File: config.mk
export PLATFORM = sky130hd
export DESIGN_NAME = rsc_reset_controller
export DESIGN_NICKNAME = d
export VERILOG_FILES = /design/src/design/rsc_pkg.sv /design/src/design/rsc_reset_controller.sv
export VERILOG_INCLUDE_DIRS = /design/src /design/src/design
export SDC_FILE = /design/constraint.sdc
export NUM_CORES = 1
export LEC_CHECK = 0
export BUFFER_PORTS_ARGS = -buffer_cell sky130_fd_sc_hd__buf_2
export CORE_ASPECT_RATIO = 0.5
export CORE_MARGIN = 2
export CORE_UTILIZATION = 49
export DETAILED_ROUTE_END_ITERATION = 8
export GPL_TIMING_DRIVEN = 0
export PLACE_DENSITY = 0.76
export SYNTH_ARGS = -nofsm -noshare
export SYNTH_HDL_FRONTEND = slang
export SYNTH_SLANG_ARGS = --single-unit
File: constraint.sdc
create_clock -name mclk -period 1.9 [get_ports mclk]
set_input_delay 0.285 -clock mclk [delete_from_list [all_inputs] [get_ports mclk]]
set_output_delay 0.285 -clock mclk [all_outputs]
set_load 0.01 [all_outputs]
File: src/design/rsc_defs.svh
`ifndef RSC_DEFS_SVH
`define RSC_DEFS_SVH
// Overview of operation
// Power-on starts full sequence, holds reset
// Disabled monitor forced lowest during erase/debug
// Qualified low supply asserts brownout reset immediately
// Recovery releases only through reset counter
// Low supply must persist past detection time
// Threshold code 111 lowest, 000 highest
// Threshold fuse change waits for programming exit
// Sampled mode powers monitor once per tick
// Sampled trip switches monitor to continuous
// Active fuse in active/idle, sleep otherwise
// Mode codes: reserved, sampled, enabled, disabled
// Pin reset held while pin stays low
// Watchdog reset lasts one to two oscillator periods
// Software reset issued within two clocks
// Instruction execution stalled until software reset
// Debug reset only from debug port
// Cause flags 5..1 set by source, W1C
// Power-on flag set by power-on, W1C only
// Control bit 0 requests reset, self-clears
// Control writes need protection gate open
// Software writes zero to reserved bits
// New request restarts whole sequence
// Delay codes 64K, 4K ticks, plus 24 clocks
// Cause flags survive non-power-on resets
// Merged reset holds until all sources release

// Register indices; byte address is four times the index
`define RSC_CAUSE_IDX 8'h00
`define RSC_CTRL_IDX 8'h01
`define RSC_RESP_OKAY 2'h0
`define RSC_RESP_SLVERR 2'h2

// Cause flag bits
`define RSC_FLAG_SOFT 5
`define RSC_FLAG_DEBUG 4
`define RSC_FLAG_WD 3
`define RSC_FLAG_BROWN 2
`define RSC_FLAG_PIN 1
`define RSC_FLAG_PON 0
`define RSC_CAUSE_RESET 6'h01
`define RSC_SOFT_BIT 0

// Monitor fuse decoding
`define RSC_MODE_RESERVED 2'h0
`define RSC_MODE_SAMPLED 2'h1
`define RSC_MODE_ENABLED 2'h2
`define RSC_MODE_DISABLED 2'h3
`define RSC_LEVEL_LOWEST 3'h7
`define RSC_LEVEL_HIGHEST 3'h0

// Reset counter delay codes
`define RSC_DELAY_LONG 2'h0
`define RSC_DELAY_SHORT 2'h1
`define RSC_DELAY_SYS_ONLY 2'h3
`define RSC_SHORT_TICKS 4096
`define RSC_LONG_TICKS 65536
`define RSC_SYS_DELAY_CYC 24

// Timing
`define RSC_MCLK_MHZ 20
`define RSC_OSC_MHZ 2
`define RSC_OSC_DIV (`RSC_MCLK_MHZ / `RSC_OSC_MHZ)
`define RSC_BOD_MIN_NS 1000
`define RSC_EXT_MIN_NS 1000
`define RSC_BOD_MIN_CYC ((`RSC_BOD_MIN_NS * `RSC_MCLK_MHZ + 999) / 1000)
`define RSC_EXT_MIN_CYC ((`RSC_EXT_MIN_NS * `RSC_MCLK_MHZ + 999) / 1000)
`define RSC_SAMPLE_WIN_CYC (`RSC_BOD_MIN_CYC + 3)
`define RSC_SYNC_CYC 5'h02
`endif

File: src/design/rsc_pkg.sv
package rsc_pkg;
  typedef enum logic [1:0] {
    SEQ_HOLD,
    SEQ_LP_WAIT,
    SEQ_SYS_WAIT,
    SEQ_RUN
  } rsc_seq_type;

  typedef struct packed {
    logic ext_reset_b;
    logic monitor_low;
    logic lp_tick;
    logic watchdog_req;
    logic debug_reset_req;
    logic programming_mode;
    logic chip_erase;
    logic debug_enable;
    logic deep_sleep;
    logic [2:0] monitor_threshold_fuse;
    logic [1:0] monitor_active_mode_fuse;
    logic [1:0] monitor_sleep_mode_fuse;
    logic [1:0] startup_delay_fuse;
  } rsc_pins_type;

  typedef struct packed {
    rsc_pins_type sync1;
    rsc_pins_type sync2;
    logic lp_prev;
    logic wd_prev;
    logic [3:0] osc_div;
    logic [5:0] ext_cnt;
    logic ext_active;
    logic [5:0] bod_cnt;
    logic bod_active;
    logic [6:0] sample_win;
    logic sample_trip;
    logic [1:0] wd_cnt;
    logic [2:0] level;
    logic monitor_enable;
    logic [2:0] monitor_threshold;
    rsc_seq_type seq;
    logic [16:0] lp_cnt;
    logic [4:0] sys_cnt;
    logic sys_reset;
    logic [5:0] cause;
    logic soft_req;
    logic aw_got;
    logic [11:0] aw_addr;
    logic w_got;
    logic [7:0] wdata;
    logic wstrb0;
    logic awready;
    logic wready;
    logic bvalid;
    logic [1:0] bresp;
    logic arready;
    logic rvalid;
    logic [31:0] rdata;
    logic [1:0] rresp;
  } rsc_state_type;
endpackage : rsc_pkg

File: src/design/rsc_reset_controller.sv
`timescale 1ns/1ps
`include "rsc_defs.svh"
module rsc_reset_controller #(
  parameter int unsigned LONG_TICKS = `RSC_LONG_TICKS
) (
  input wire logic mclk,
  input wire logic rst_b,
  input wire rsc_pkg::rsc_pins_type pins,
  input wire logic ccp_unlock,
  output logic sys_reset,
  output logic cpu_stall,
  output logic monitor_enable,
  output logic [2:0] monitor_threshold,
  input wire logic [11:0] s_axi_awaddr,
  input wire logic s_axi_awvalid,
  output logic s_axi_awready,
  input wire logic [31:0] s_axi_wdata,
  input wire logic [3:0] s_axi_wstrb,
  input wire logic s_axi_wvalid,
  output logic s_axi_wready,
  output logic [1:0] s_axi_bresp,
  output logic s_axi_bvalid,
  input wire logic s_axi_bready,
  input wire logic [11:0] s_axi_araddr,
  input wire logic s_axi_arvalid,
  output logic s_axi_arready,
  output logic [31:0] s_axi_rdata,
  output logic [1:0] s_axi_rresp,
  output logic s_axi_rvalid,
  input wire logic s_axi_rready
);
  import rsc_pkg::*;

  // ==========================================================
  // Helpers
  // ==========================================================
  // Returns {hit, is_ctrl}
  function automatic logic [1:0] reg_sel(input logic [11:0] addr);
    logic [1:0] r;
    r = 2'h0;
    if (addr[11:10] == 2'h0 && addr[1:0] == 2'h0) begin
      if (addr[9:2] == `RSC_CAUSE_IDX) begin
        r = 2'h2;
      end else if (addr[9:2] == `RSC_CTRL_IDX) begin
        r = 2'h3;
      end
    end
    return r;
  endfunction : reg_sel

  rsc_state_type st;
  rsc_state_type next_st;
  logic lp_rise;
  logic osc_tick;
  logic any_src;
  logic [1:0] mode;
  logic forced;
  logic cont_mode;
  logic sampled_mode;
  logic [1:0] wsel;
  logic [1:0] rsel;
  logic do_write;
  logic soft_accept;

  always_comb begin
    lp_rise = st.sync2.lp_tick & ~st.lp_prev;
    osc_tick = st.osc_div == 4'(`RSC_OSC_DIV - 1);
    any_src = st.ext_active | st.bod_active | (st.wd_cnt != 2'h0) |
              st.sync2.debug_reset_req | st.soft_req;
    // fuse per sleep state
    mode = st.sync2.deep_sleep ? st.sync2.monitor_sleep_mode_fuse :
           st.sync2.monitor_active_mode_fuse;
    // forced on when off
    forced = (mode == `RSC_MODE_DISABLED || mode == `RSC_MODE_RESERVED) &&
             (st.sync2.chip_erase | st.sync2.debug_enable);
    // mode decode
    cont_mode = forced | st.sample_trip | (mode == `RSC_MODE_ENABLED);
    sampled_mode = ~cont_mode & (mode == `RSC_MODE_SAMPLED);
    wsel = reg_sel(st.aw_addr);
    rsel = reg_sel(s_axi_araddr);
    do_write = st.aw_got & st.w_got & ~st.bvalid;
    // protection gate
    soft_accept = do_write && wsel == 2'h3 && st.wstrb0 &&
                  st.wdata[`RSC_SOFT_BIT] && ccp_unlock;
  end

  // ==========================================================
  // Next state
  // ==========================================================
  always_comb begin
    next_st = st;
    next_st.sync1 = pins;
    next_st.sync2 = st.sync1;
    next_st.lp_prev = st.sync2.lp_tick;
    next_st.wd_prev = st.sync2.watchdog_req;
    next_st.osc_div = osc_tick ? 4'h0 : st.osc_div + 4'h1;

    // level frozen while programming
    if (!st.sync2.programming_mode) begin
      next_st.level = st.sync2.monitor_threshold_fuse;
    end
    // code 111 is lowest level
    next_st.monitor_threshold = forced ? `RSC_LEVEL_LOWEST : st.level;

    // pin held low past pulse time
    if (!st.sync2.ext_reset_b) begin
      if (st.ext_cnt <= 6'(`RSC_EXT_MIN_CYC)) begin
        next_st.ext_cnt = st.ext_cnt + 6'h1;
      end
      next_st.ext_active = st.ext_cnt >= 6'(`RSC_EXT_MIN_CYC);
    end else begin
      next_st.ext_cnt = 6'h0;
      next_st.ext_active = 1'b0;
    end

    // sample window per tick
    if (sampled_mode && lp_rise) begin
      next_st.sample_win = 7'(`RSC_SAMPLE_WIN_CYC);
    end else if (!sampled_mode) begin
      next_st.sample_win = 7'h0;
    end else if (st.sample_win != 7'h0) begin
      next_st.sample_win = st.sample_win - 7'h1;
    end
    next_st.monitor_enable = cont_mode |
                             (sampled_mode & (next_st.sample_win != 7'h0));

    // persistence filter
    if (st.monitor_enable && st.sync2.monitor_low) begin
      if (st.bod_cnt <= 6'(`RSC_BOD_MIN_CYC)) begin
        next_st.bod_cnt = st.bod_cnt + 6'h1;
      end
      if (st.bod_cnt >= 6'(`RSC_BOD_MIN_CYC)) begin
        // brownout asserted at once
        next_st.bod_active = 1'b1;
        // trip forces continuous
        next_st.sample_trip = st.sample_trip | sampled_mode;
        // Keep monitor powered across the switch
        next_st.monitor_enable = 1'b1;
      end
    end else begin
      next_st.bod_cnt = 6'h0;
      if (st.monitor_enable || !(cont_mode || sampled_mode)) begin
        next_st.bod_active = 1'b0;
        next_st.sample_trip = 1'b0;
      end
    end

    // stretch over oscillator ticks
    if (st.sync2.watchdog_req && !st.wd_prev) begin
      next_st.wd_cnt = 2'h2;
    end else if (osc_tick && st.wd_cnt != 2'h0) begin
      next_st.wd_cnt = st.wd_cnt - 2'h1;
    end

    // merged reset from all sources
    if (any_src) begin
      // restart sequence
      next_st.seq = SEQ_HOLD;
      next_st.sys_reset = 1'b1;
      next_st.sys_cnt = 5'h0;
    end else begin
      case (st.seq)
        SEQ_HOLD: begin
          // delay code select
          case (st.sync2.startup_delay_fuse)
            `RSC_DELAY_LONG: begin
              next_st.seq = SEQ_LP_WAIT;
              next_st.lp_cnt = 17'(LONG_TICKS);
            end
            `RSC_DELAY_SHORT: begin
              next_st.seq = SEQ_LP_WAIT;
              next_st.lp_cnt = 17'(`RSC_SHORT_TICKS);
            end
            default: begin
              next_st.seq = SEQ_SYS_WAIT;
              next_st.sys_cnt = 5'(`RSC_SYS_DELAY_CYC);
            end
          endcase
          // Fuses still crossing the synchroniser
          if (st.sys_cnt != 5'h0) begin
            next_st.seq = SEQ_HOLD;
            next_st.sys_cnt = st.sys_cnt - 5'h1;
          end
        end
        SEQ_LP_WAIT: begin
          if (lp_rise) begin
            next_st.lp_cnt = st.lp_cnt - 17'h1;
            if (st.lp_cnt <= 17'h1) begin
              next_st.seq = SEQ_SYS_WAIT;
              next_st.sys_cnt = 5'(`RSC_SYS_DELAY_CYC);
            end
          end
        end
        SEQ_SYS_WAIT: begin
          next_st.sys_cnt = st.sys_cnt - 5'h1;
          if (st.sys_cnt <= 5'h1) begin
            // release only via counter
            next_st.seq = SEQ_RUN;
            next_st.sys_reset = 1'b0;
          end
        end
        SEQ_RUN: begin
          next_st.sys_reset = 1'b0;
        end
        default: begin
          next_st.seq = SEQ_HOLD;
          next_st.sys_reset = 1'b1;
        end
      endcase
    end

    // self-clear on issue
    if (st.soft_req) begin
      next_st.soft_req = 1'b0;
    end else if (soft_accept) begin
      // issued next cycle
      next_st.soft_req = 1'b1;
    end

    // AXI write channel capture
    if (s_axi_awvalid && st.awready) begin
      next_st.aw_got = 1'b1;
      next_st.aw_addr = s_axi_awaddr;
    end
    if (s_axi_wvalid && st.wready) begin
      next_st.w_got = 1'b1;
      next_st.wdata = s_axi_wdata[7:0];
      next_st.wstrb0 = s_axi_wstrb[0];
    end
    if (do_write) begin
      next_st.aw_got = 1'b0;
      next_st.w_got = 1'b0;
      next_st.bvalid = 1'b1;
      next_st.bresp = wsel[1] ? `RSC_RESP_OKAY : `RSC_RESP_SLVERR;
    end else if (st.bvalid && s_axi_bready) begin
      next_st.bvalid = 1'b0;
    end
    next_st.awready = ~next_st.aw_got & ~next_st.bvalid;
    next_st.wready = ~next_st.w_got & ~next_st.bvalid;

    // sticky flags, set wins over clear
    // only power-on reset or a write of one clears them
    if (do_write && wsel == 2'h2 && st.wstrb0) begin
      next_st.cause = st.cause & ~st.wdata[5:0];
    end
    // debug reset from debug port only
    next_st.cause[`RSC_FLAG_DEBUG] = next_st.cause[`RSC_FLAG_DEBUG] |
                                     st.sync2.debug_reset_req;
    next_st.cause[`RSC_FLAG_SOFT] = next_st.cause[`RSC_FLAG_SOFT] |
                                    st.soft_req;
    next_st.cause[`RSC_FLAG_WD] = next_st.cause[`RSC_FLAG_WD] |
                                  (st.wd_cnt != 2'h0);
    next_st.cause[`RSC_FLAG_BROWN] = next_st.cause[`RSC_FLAG_BROWN] |
                                     st.bod_active;
    next_st.cause[`RSC_FLAG_PIN] = next_st.cause[`RSC_FLAG_PIN] |
                                   st.ext_active;

    // AXI read channel
    if (s_axi_arvalid && st.arready) begin
      next_st.arready = 1'b0;
      next_st.rvalid = 1'b1;
      next_st.rresp = rsel[1] ? `RSC_RESP_OKAY : `RSC_RESP_SLVERR;
      case (rsel)
        2'h2: next_st.rdata = {26'h0, st.cause};
        2'h3: next_st.rdata = {31'h0, st.soft_req};
        default: next_st.rdata = 32'h0;
      endcase
    end else if (st.rvalid && s_axi_rready) begin
      next_st.rvalid = 1'b0;
      next_st.arready = 1'b1;
    end
  end

  // ==========================================================
  // State register
  // ==========================================================
  always_ff @(posedge mclk or negedge rst_b) begin
    if (!rst_b) begin
      st <= '0;
      st.sync1.ext_reset_b <= 1'b1;
      st.sync2.ext_reset_b <= 1'b1;
      // power-on holds reset
      st.seq <= SEQ_HOLD;
      st.sys_reset <= 1'b1;
      st.sys_cnt <= `RSC_SYNC_CYC;
      // power-on flag set
      st.cause <= `RSC_CAUSE_RESET;
      st.level <= `RSC_LEVEL_LOWEST;
      st.monitor_threshold <= `RSC_LEVEL_LOWEST;
      st.arready <= 1'b1;
    end else begin
      st <= next_st;
    end
  end

  assign sys_reset = st.sys_reset;
  // stall while request pending
  assign cpu_stall = st.soft_req;
  assign monitor_enable = st.monitor_enable;
  assign monitor_threshold = st.monitor_threshold;
  assign s_axi_awready = st.awready;
  assign s_axi_wready = st.wready;
  assign s_axi_bvalid = st.bvalid;
  assign s_axi_bresp = st.bresp;
  assign s_axi_arready = st.arready;
  assign s_axi_rvalid = st.rvalid;
  assign s_axi_rdata = st.rdata;
  assign s_axi_rresp = st.rresp;

  // ==========================================================
  // Checks
  // ==========================================================
  property p_soft_issue;
    @(posedge mclk) disable iff (!rst_b)
    soft_accept |-> ##[1:2] sys_reset;
  endproperty
  a_soft_issue: assert property (p_soft_issue)
    else $error("software reset not issued in two clocks");

  property p_stall;
    @(posedge mclk) disable iff (!rst_b)
    soft_accept |=> cpu_stall ##1 sys_reset;
  endproperty
  a_stall: assert property (p_stall)
    else $error("no stall before software reset");

  // Length of the running watchdog request
  logic [4:0] wd_run;
  always_ff @(posedge mclk or negedge rst_b) begin
    if (!rst_b) begin
      wd_run <= 5'h0;
    end else if (st.wd_cnt == 2'h0) begin
      wd_run <= 5'h0;
    end else if (wd_run != 5'h1F) begin
      wd_run <= wd_run + 5'h1;
    end
  end

  property p_wd_len;
    @(posedge mclk) disable iff (!rst_b)
    $fell(st.wd_cnt != 2'h0) |-> wd_run >= 5'(`RSC_OSC_DIV) &&
                                 wd_run <= 5'(2 * `RSC_OSC_DIV);
  endproperty
  a_wd_len: assert property (p_wd_len)
    else $error("watchdog reset not one to two periods long");

  property p_merge;
    @(posedge mclk) disable iff (!rst_b)
    any_src |=> sys_reset && st.seq == SEQ_HOLD;
  endproperty
  a_merge: assert property (p_merge)
    else $error("reset released with source active");

  property p_release;
    @(posedge mclk) disable iff (!rst_b)
    $fell(sys_reset) |-> $past(st.seq) == SEQ_SYS_WAIT &&
                         $past(st.sys_cnt) == 5'h1;
  endproperty
  a_release: assert property (p_release)
    else $error("reset released outside the counter");

  property p_forced;
    @(posedge mclk) disable iff (!rst_b)
    forced |=> monitor_enable && monitor_threshold == `RSC_LEVEL_LOWEST;
  endproperty
  a_forced: assert property (p_forced)
    else $error("disabled monitor not forced to lowest level");

  property p_protect;
    @(posedge mclk) disable iff (!rst_b)
    do_write && wsel == 2'h3 && !ccp_unlock && !st.soft_req |=> !st.soft_req;
  endproperty
  a_protect: assert property (p_protect)
    else $error("unprotected control write accepted");

  property p_pin_hold;
    @(posedge mclk) disable iff (!rst_b)
    st.ext_active && !st.sync2.ext_reset_b |=> sys_reset [*2];
  endproperty
  a_pin_hold: assert property (p_pin_hold)
    else $error("reset dropped while pin low");

  property p_pon_clear;
    @(posedge mclk) disable iff (!rst_b)
    do_write && wsel == 2'h2 && st.wstrb0 && st.wdata[0] |=>
      !st.cause[`RSC_FLAG_PON];
  endproperty
  a_pon_clear: assert property (p_pon_clear)
    else $error("power-on flag not cleared by write one");
endmodule : rsc_reset_controller

==> impl_metrics.json <==
{
  "synth_compound_area_share_pct": 13.2,
  "clockRootBuffer": "clkbuf_16",
  "min_period_ns": 2.01,
  "r2r_cells": 8,
  "synth-edff-count": 0,
  "synthMuxAreaShare_pct": 5.52,
  "die_area_um2": 14000,
  "ys.warnings.count": 0,
  "grt_pass1_vias": 4642,
  "postLayoutCoreUtil_pct": 66.3,
  "grt_pass1_wl_mm": 22.8,
  "place_ws_ns": -0.310,
  "drtPass1Iterations": 5,
  "rows": 29,
  "post_synth_xor_area_fraction_pct": 1.38,
  "wirelength_mm": 14.1,
  "synthesis.area_um2": 6370,
  "hold_viol_final": 0,
  "fin_crit_sh_pct": 106,
  "clkSinkCount": 139,
  "portBuffers": 75,
  "hpwlAfterDp_mm": 8.55,
  "netlist-cell-type-count": 67,
  "antenna_left": 0,
  "overflow": 0,
  "syn_to_final_growth_pct": 31.8,
  "finalSetupViolCount": 1,
  "hold_ws_ns": 0.0357,
  "path_class": "flip-flop to flip-flop",
  "nNetsFinal": 832,
  "grt_setup_unrepaired": "yes",
  "layout_commonest_cell": "dfrtp_1",
  "cts_buffer_depth": 2,
  "grt_antenna_before_repair": 0,
  "status": "finished, violations left",
  "maxCapViolations": 0,
  "tightest_slew_ns": 0.636,
  "max_slew_margin_pct": 57.6,
  "final_cell_mix": "dfrtp_1, buf_2, buf_4, nand2_1, o21ai_0",
  "r2r_end": "monitor_enable",
  "drive_above_1_share_pct": 38.7,
  "synth_top_family_by_area": "simple AND/OR/NAND/NOR gates",
  "fp.dieW_um": 165,
  "start_util_pct": 50.3,
  "num_vias": 4766,
  "num_io_pins": 133,
  "ys_seq_area_share_pct": 54.9,
  "fmax_ghz": 0.496,
  "grt_max_degree": 71,
  "min_to": "s_axi_arready",
  "cp-start-kind": "flip-flop",
  "die_h_um": 84.6,
  "slew_viol_final": 0,
  "async_flop_share_pct": 100,
  "power_density_nw_per_um2": 1130,
  "synth_ff_type": "dfrtp_1",
  "vias_per_cell": 5.23,
  "place_congestion": 0.897,
  "drc": 0,
  "hold_depth": 2,
  "critPathCaptureType": "flip-flop",
  "worstPathMaxFanout": 3,
  "skew_ns": 0.0128,
  "synth_fa_ha_area_share_pct": 3.34,
  "arrival_ns": 2.30,
  "n_antenna_cell": 0,
  "synth_area_per_cell_um2": 11.3,
  "reg2reg_slack_ns": -0.11,
  "cts_made_buffers": 17,
  "first_iter_violations": 299,
  "hp-class": "primary input to flip-flop",
  "peakVddDrop_mv": 0.765,
  "tritoncts": "yes",
  "p_leak_nw": 3.87,
  "track_usage_pct": 21.1,
  "r2r_start": "st[142]",
  "power.total_mw": 9.51,
  "wl_per_cell_um": 15.5,
  "worstHoldStart": "s_axi_arvalid",
  "finalWorstSetupSlack_ns": -0.115,
  "ys_ff_latch": 139,
  "clock_latency_ns": 0.42,
  "synth_simple_gate_area_share_pct": 14.0,
  "violations": "setup timing",
  "clk_pin_slew_worst_paths_ns": 0.06,
  "core_area_um2": 12700,
  "crit_required_ns": 2.19,
  "netlist_instances": 565,
  "dp_cells": 838,
  "htree_levels": 4,
  "stdcell_count": 912,
  "fillers": 867
}
-- cells in the mapped netlist, types with 4 or more instances --
library cell  instances  share of area [%]
a21o_1                7               0.83
nand3b_1              4               0.47
nor2_1               26                1.5
clkbuf_1              8               0.47
a22o_1               19                2.6
nor2b_1               7               0.69
ha_1                 17                3.3
nor4_1                4               0.39
buf_4                40                4.7
inv_1                34                2.0
xnor2_1               6               0.83
o31ai_1              11                1.3
mux2i_1               7                1.1
dfstp_2              12                5.0
nor3_1               15                1.2
mux2_2               25                4.4
o21ai_0              36                2.8
or3_1                 4               0.39
nand4_1               4               0.39
nand3_1              15                1.2
xor2_1                4               0.55
and2_1                4               0.39
dfrtp_1             127                 50
nand2b_1              8               0.79
a21oi_1              19                1.5
nand2_1              40                2.4
-- per-stage QoR --
stage	TNS (ns)	instance area, um^2
global placement	-172.82	7070
CTS	-0.0516	8120
floorplan	0	6480
global route	-0.356	8400
detailed placement	-3.52	7100
finish	-0.115	8400
-- where the power goes --
part           leakage [nW]  switching (mW)  internal, mW  total [mW]
sequential             1.70           0.450          3.47        3.92
combinational          1.89            1.16          1.17        2.33
clock                 0.282            1.32          1.94        3.26
-- logic make-up after synthesis --
family | after synthesis
muxes | 32
and+or+nand+nor | 156
buffers and inverters | 87
adders and majority gates | 17
xor gates and xnor gates | 10
DFF | 139
AOI/OAI and AO/OA | 123
other | 1
-- worst max-delay path, cell delays in order (launching register included) --
cell     delay [ns]
dfrtp_1        0.42
buf_6          0.14
mux2i_4        0.19
ha_4           0.28
o21ai_4        0.06
and2_4         0.17
nand2_4        0.07
a21oi_2        0.03
or4_1          0.53
-- flip-flops by register name (all words and copies together), names as in the netlist --
signal and count:
st 100, next_st 20, s_axi_rdata 6, monitor_threshold 3, cpu_stall 1, monitor_enable 1, s_axi_arready 1, s_axi_awready 1
s_axi_bresp 1, s_axi_bvalid 1, s_axi_rresp 1, s_axi_rvalid 1, s_axi_wready 1, sys_reset 1
-- repair_timing --
action | CTS | global route
hold buffers | 19 | 0
pin swaps | 8 | 12
gates cloned | 0 | 1
setup endpoints to repair | 32 | 31
resized for setup | 37 | 44
setup buffers | 12 | 13
endpoints found under the hold margin | 80 | 0
-- worst max path at each step --
stage | cells after the start | to | from | slack [ns]
after CTS | 8 | monitor_enable | st[142] | -0.05
after floorplan | 8 | monitor_enable | st[142] | 0.006
after detailed placement | 5 | st[69] | st[58] | -0.31
after global routing | 7 | monitor_enable | st[106] | -0.20
final | 8 | monitor_enable | st[142] | -0.11
after global placement | 1 | st[82] | rst_b | -1.30
-- area by class of cell --
type                            count  area (um^2)  area share [%]
Sequential cell                   139         3500            41.7
Clock buffer                       19          433            5.16
Timing Repair Buffer              121          796            9.48
Tap cell                          170          213            2.53
Multi-Input combinational cell    366         2820            33.6
Inverter                           34          128            1.52
Clock inverter                     13          144            1.71
Buffer                             50          364            4.34
-- routing by layer --
metal	global-route usage (%)	routed length, um	up-vias
met2	35.5	7230	157
met5	0	0	-
met4	7.11	272	0
met1	26.8	6020	2322
li1	-	-	2256
met3	5.39	619	31
(Power assumes the default switching activity.)
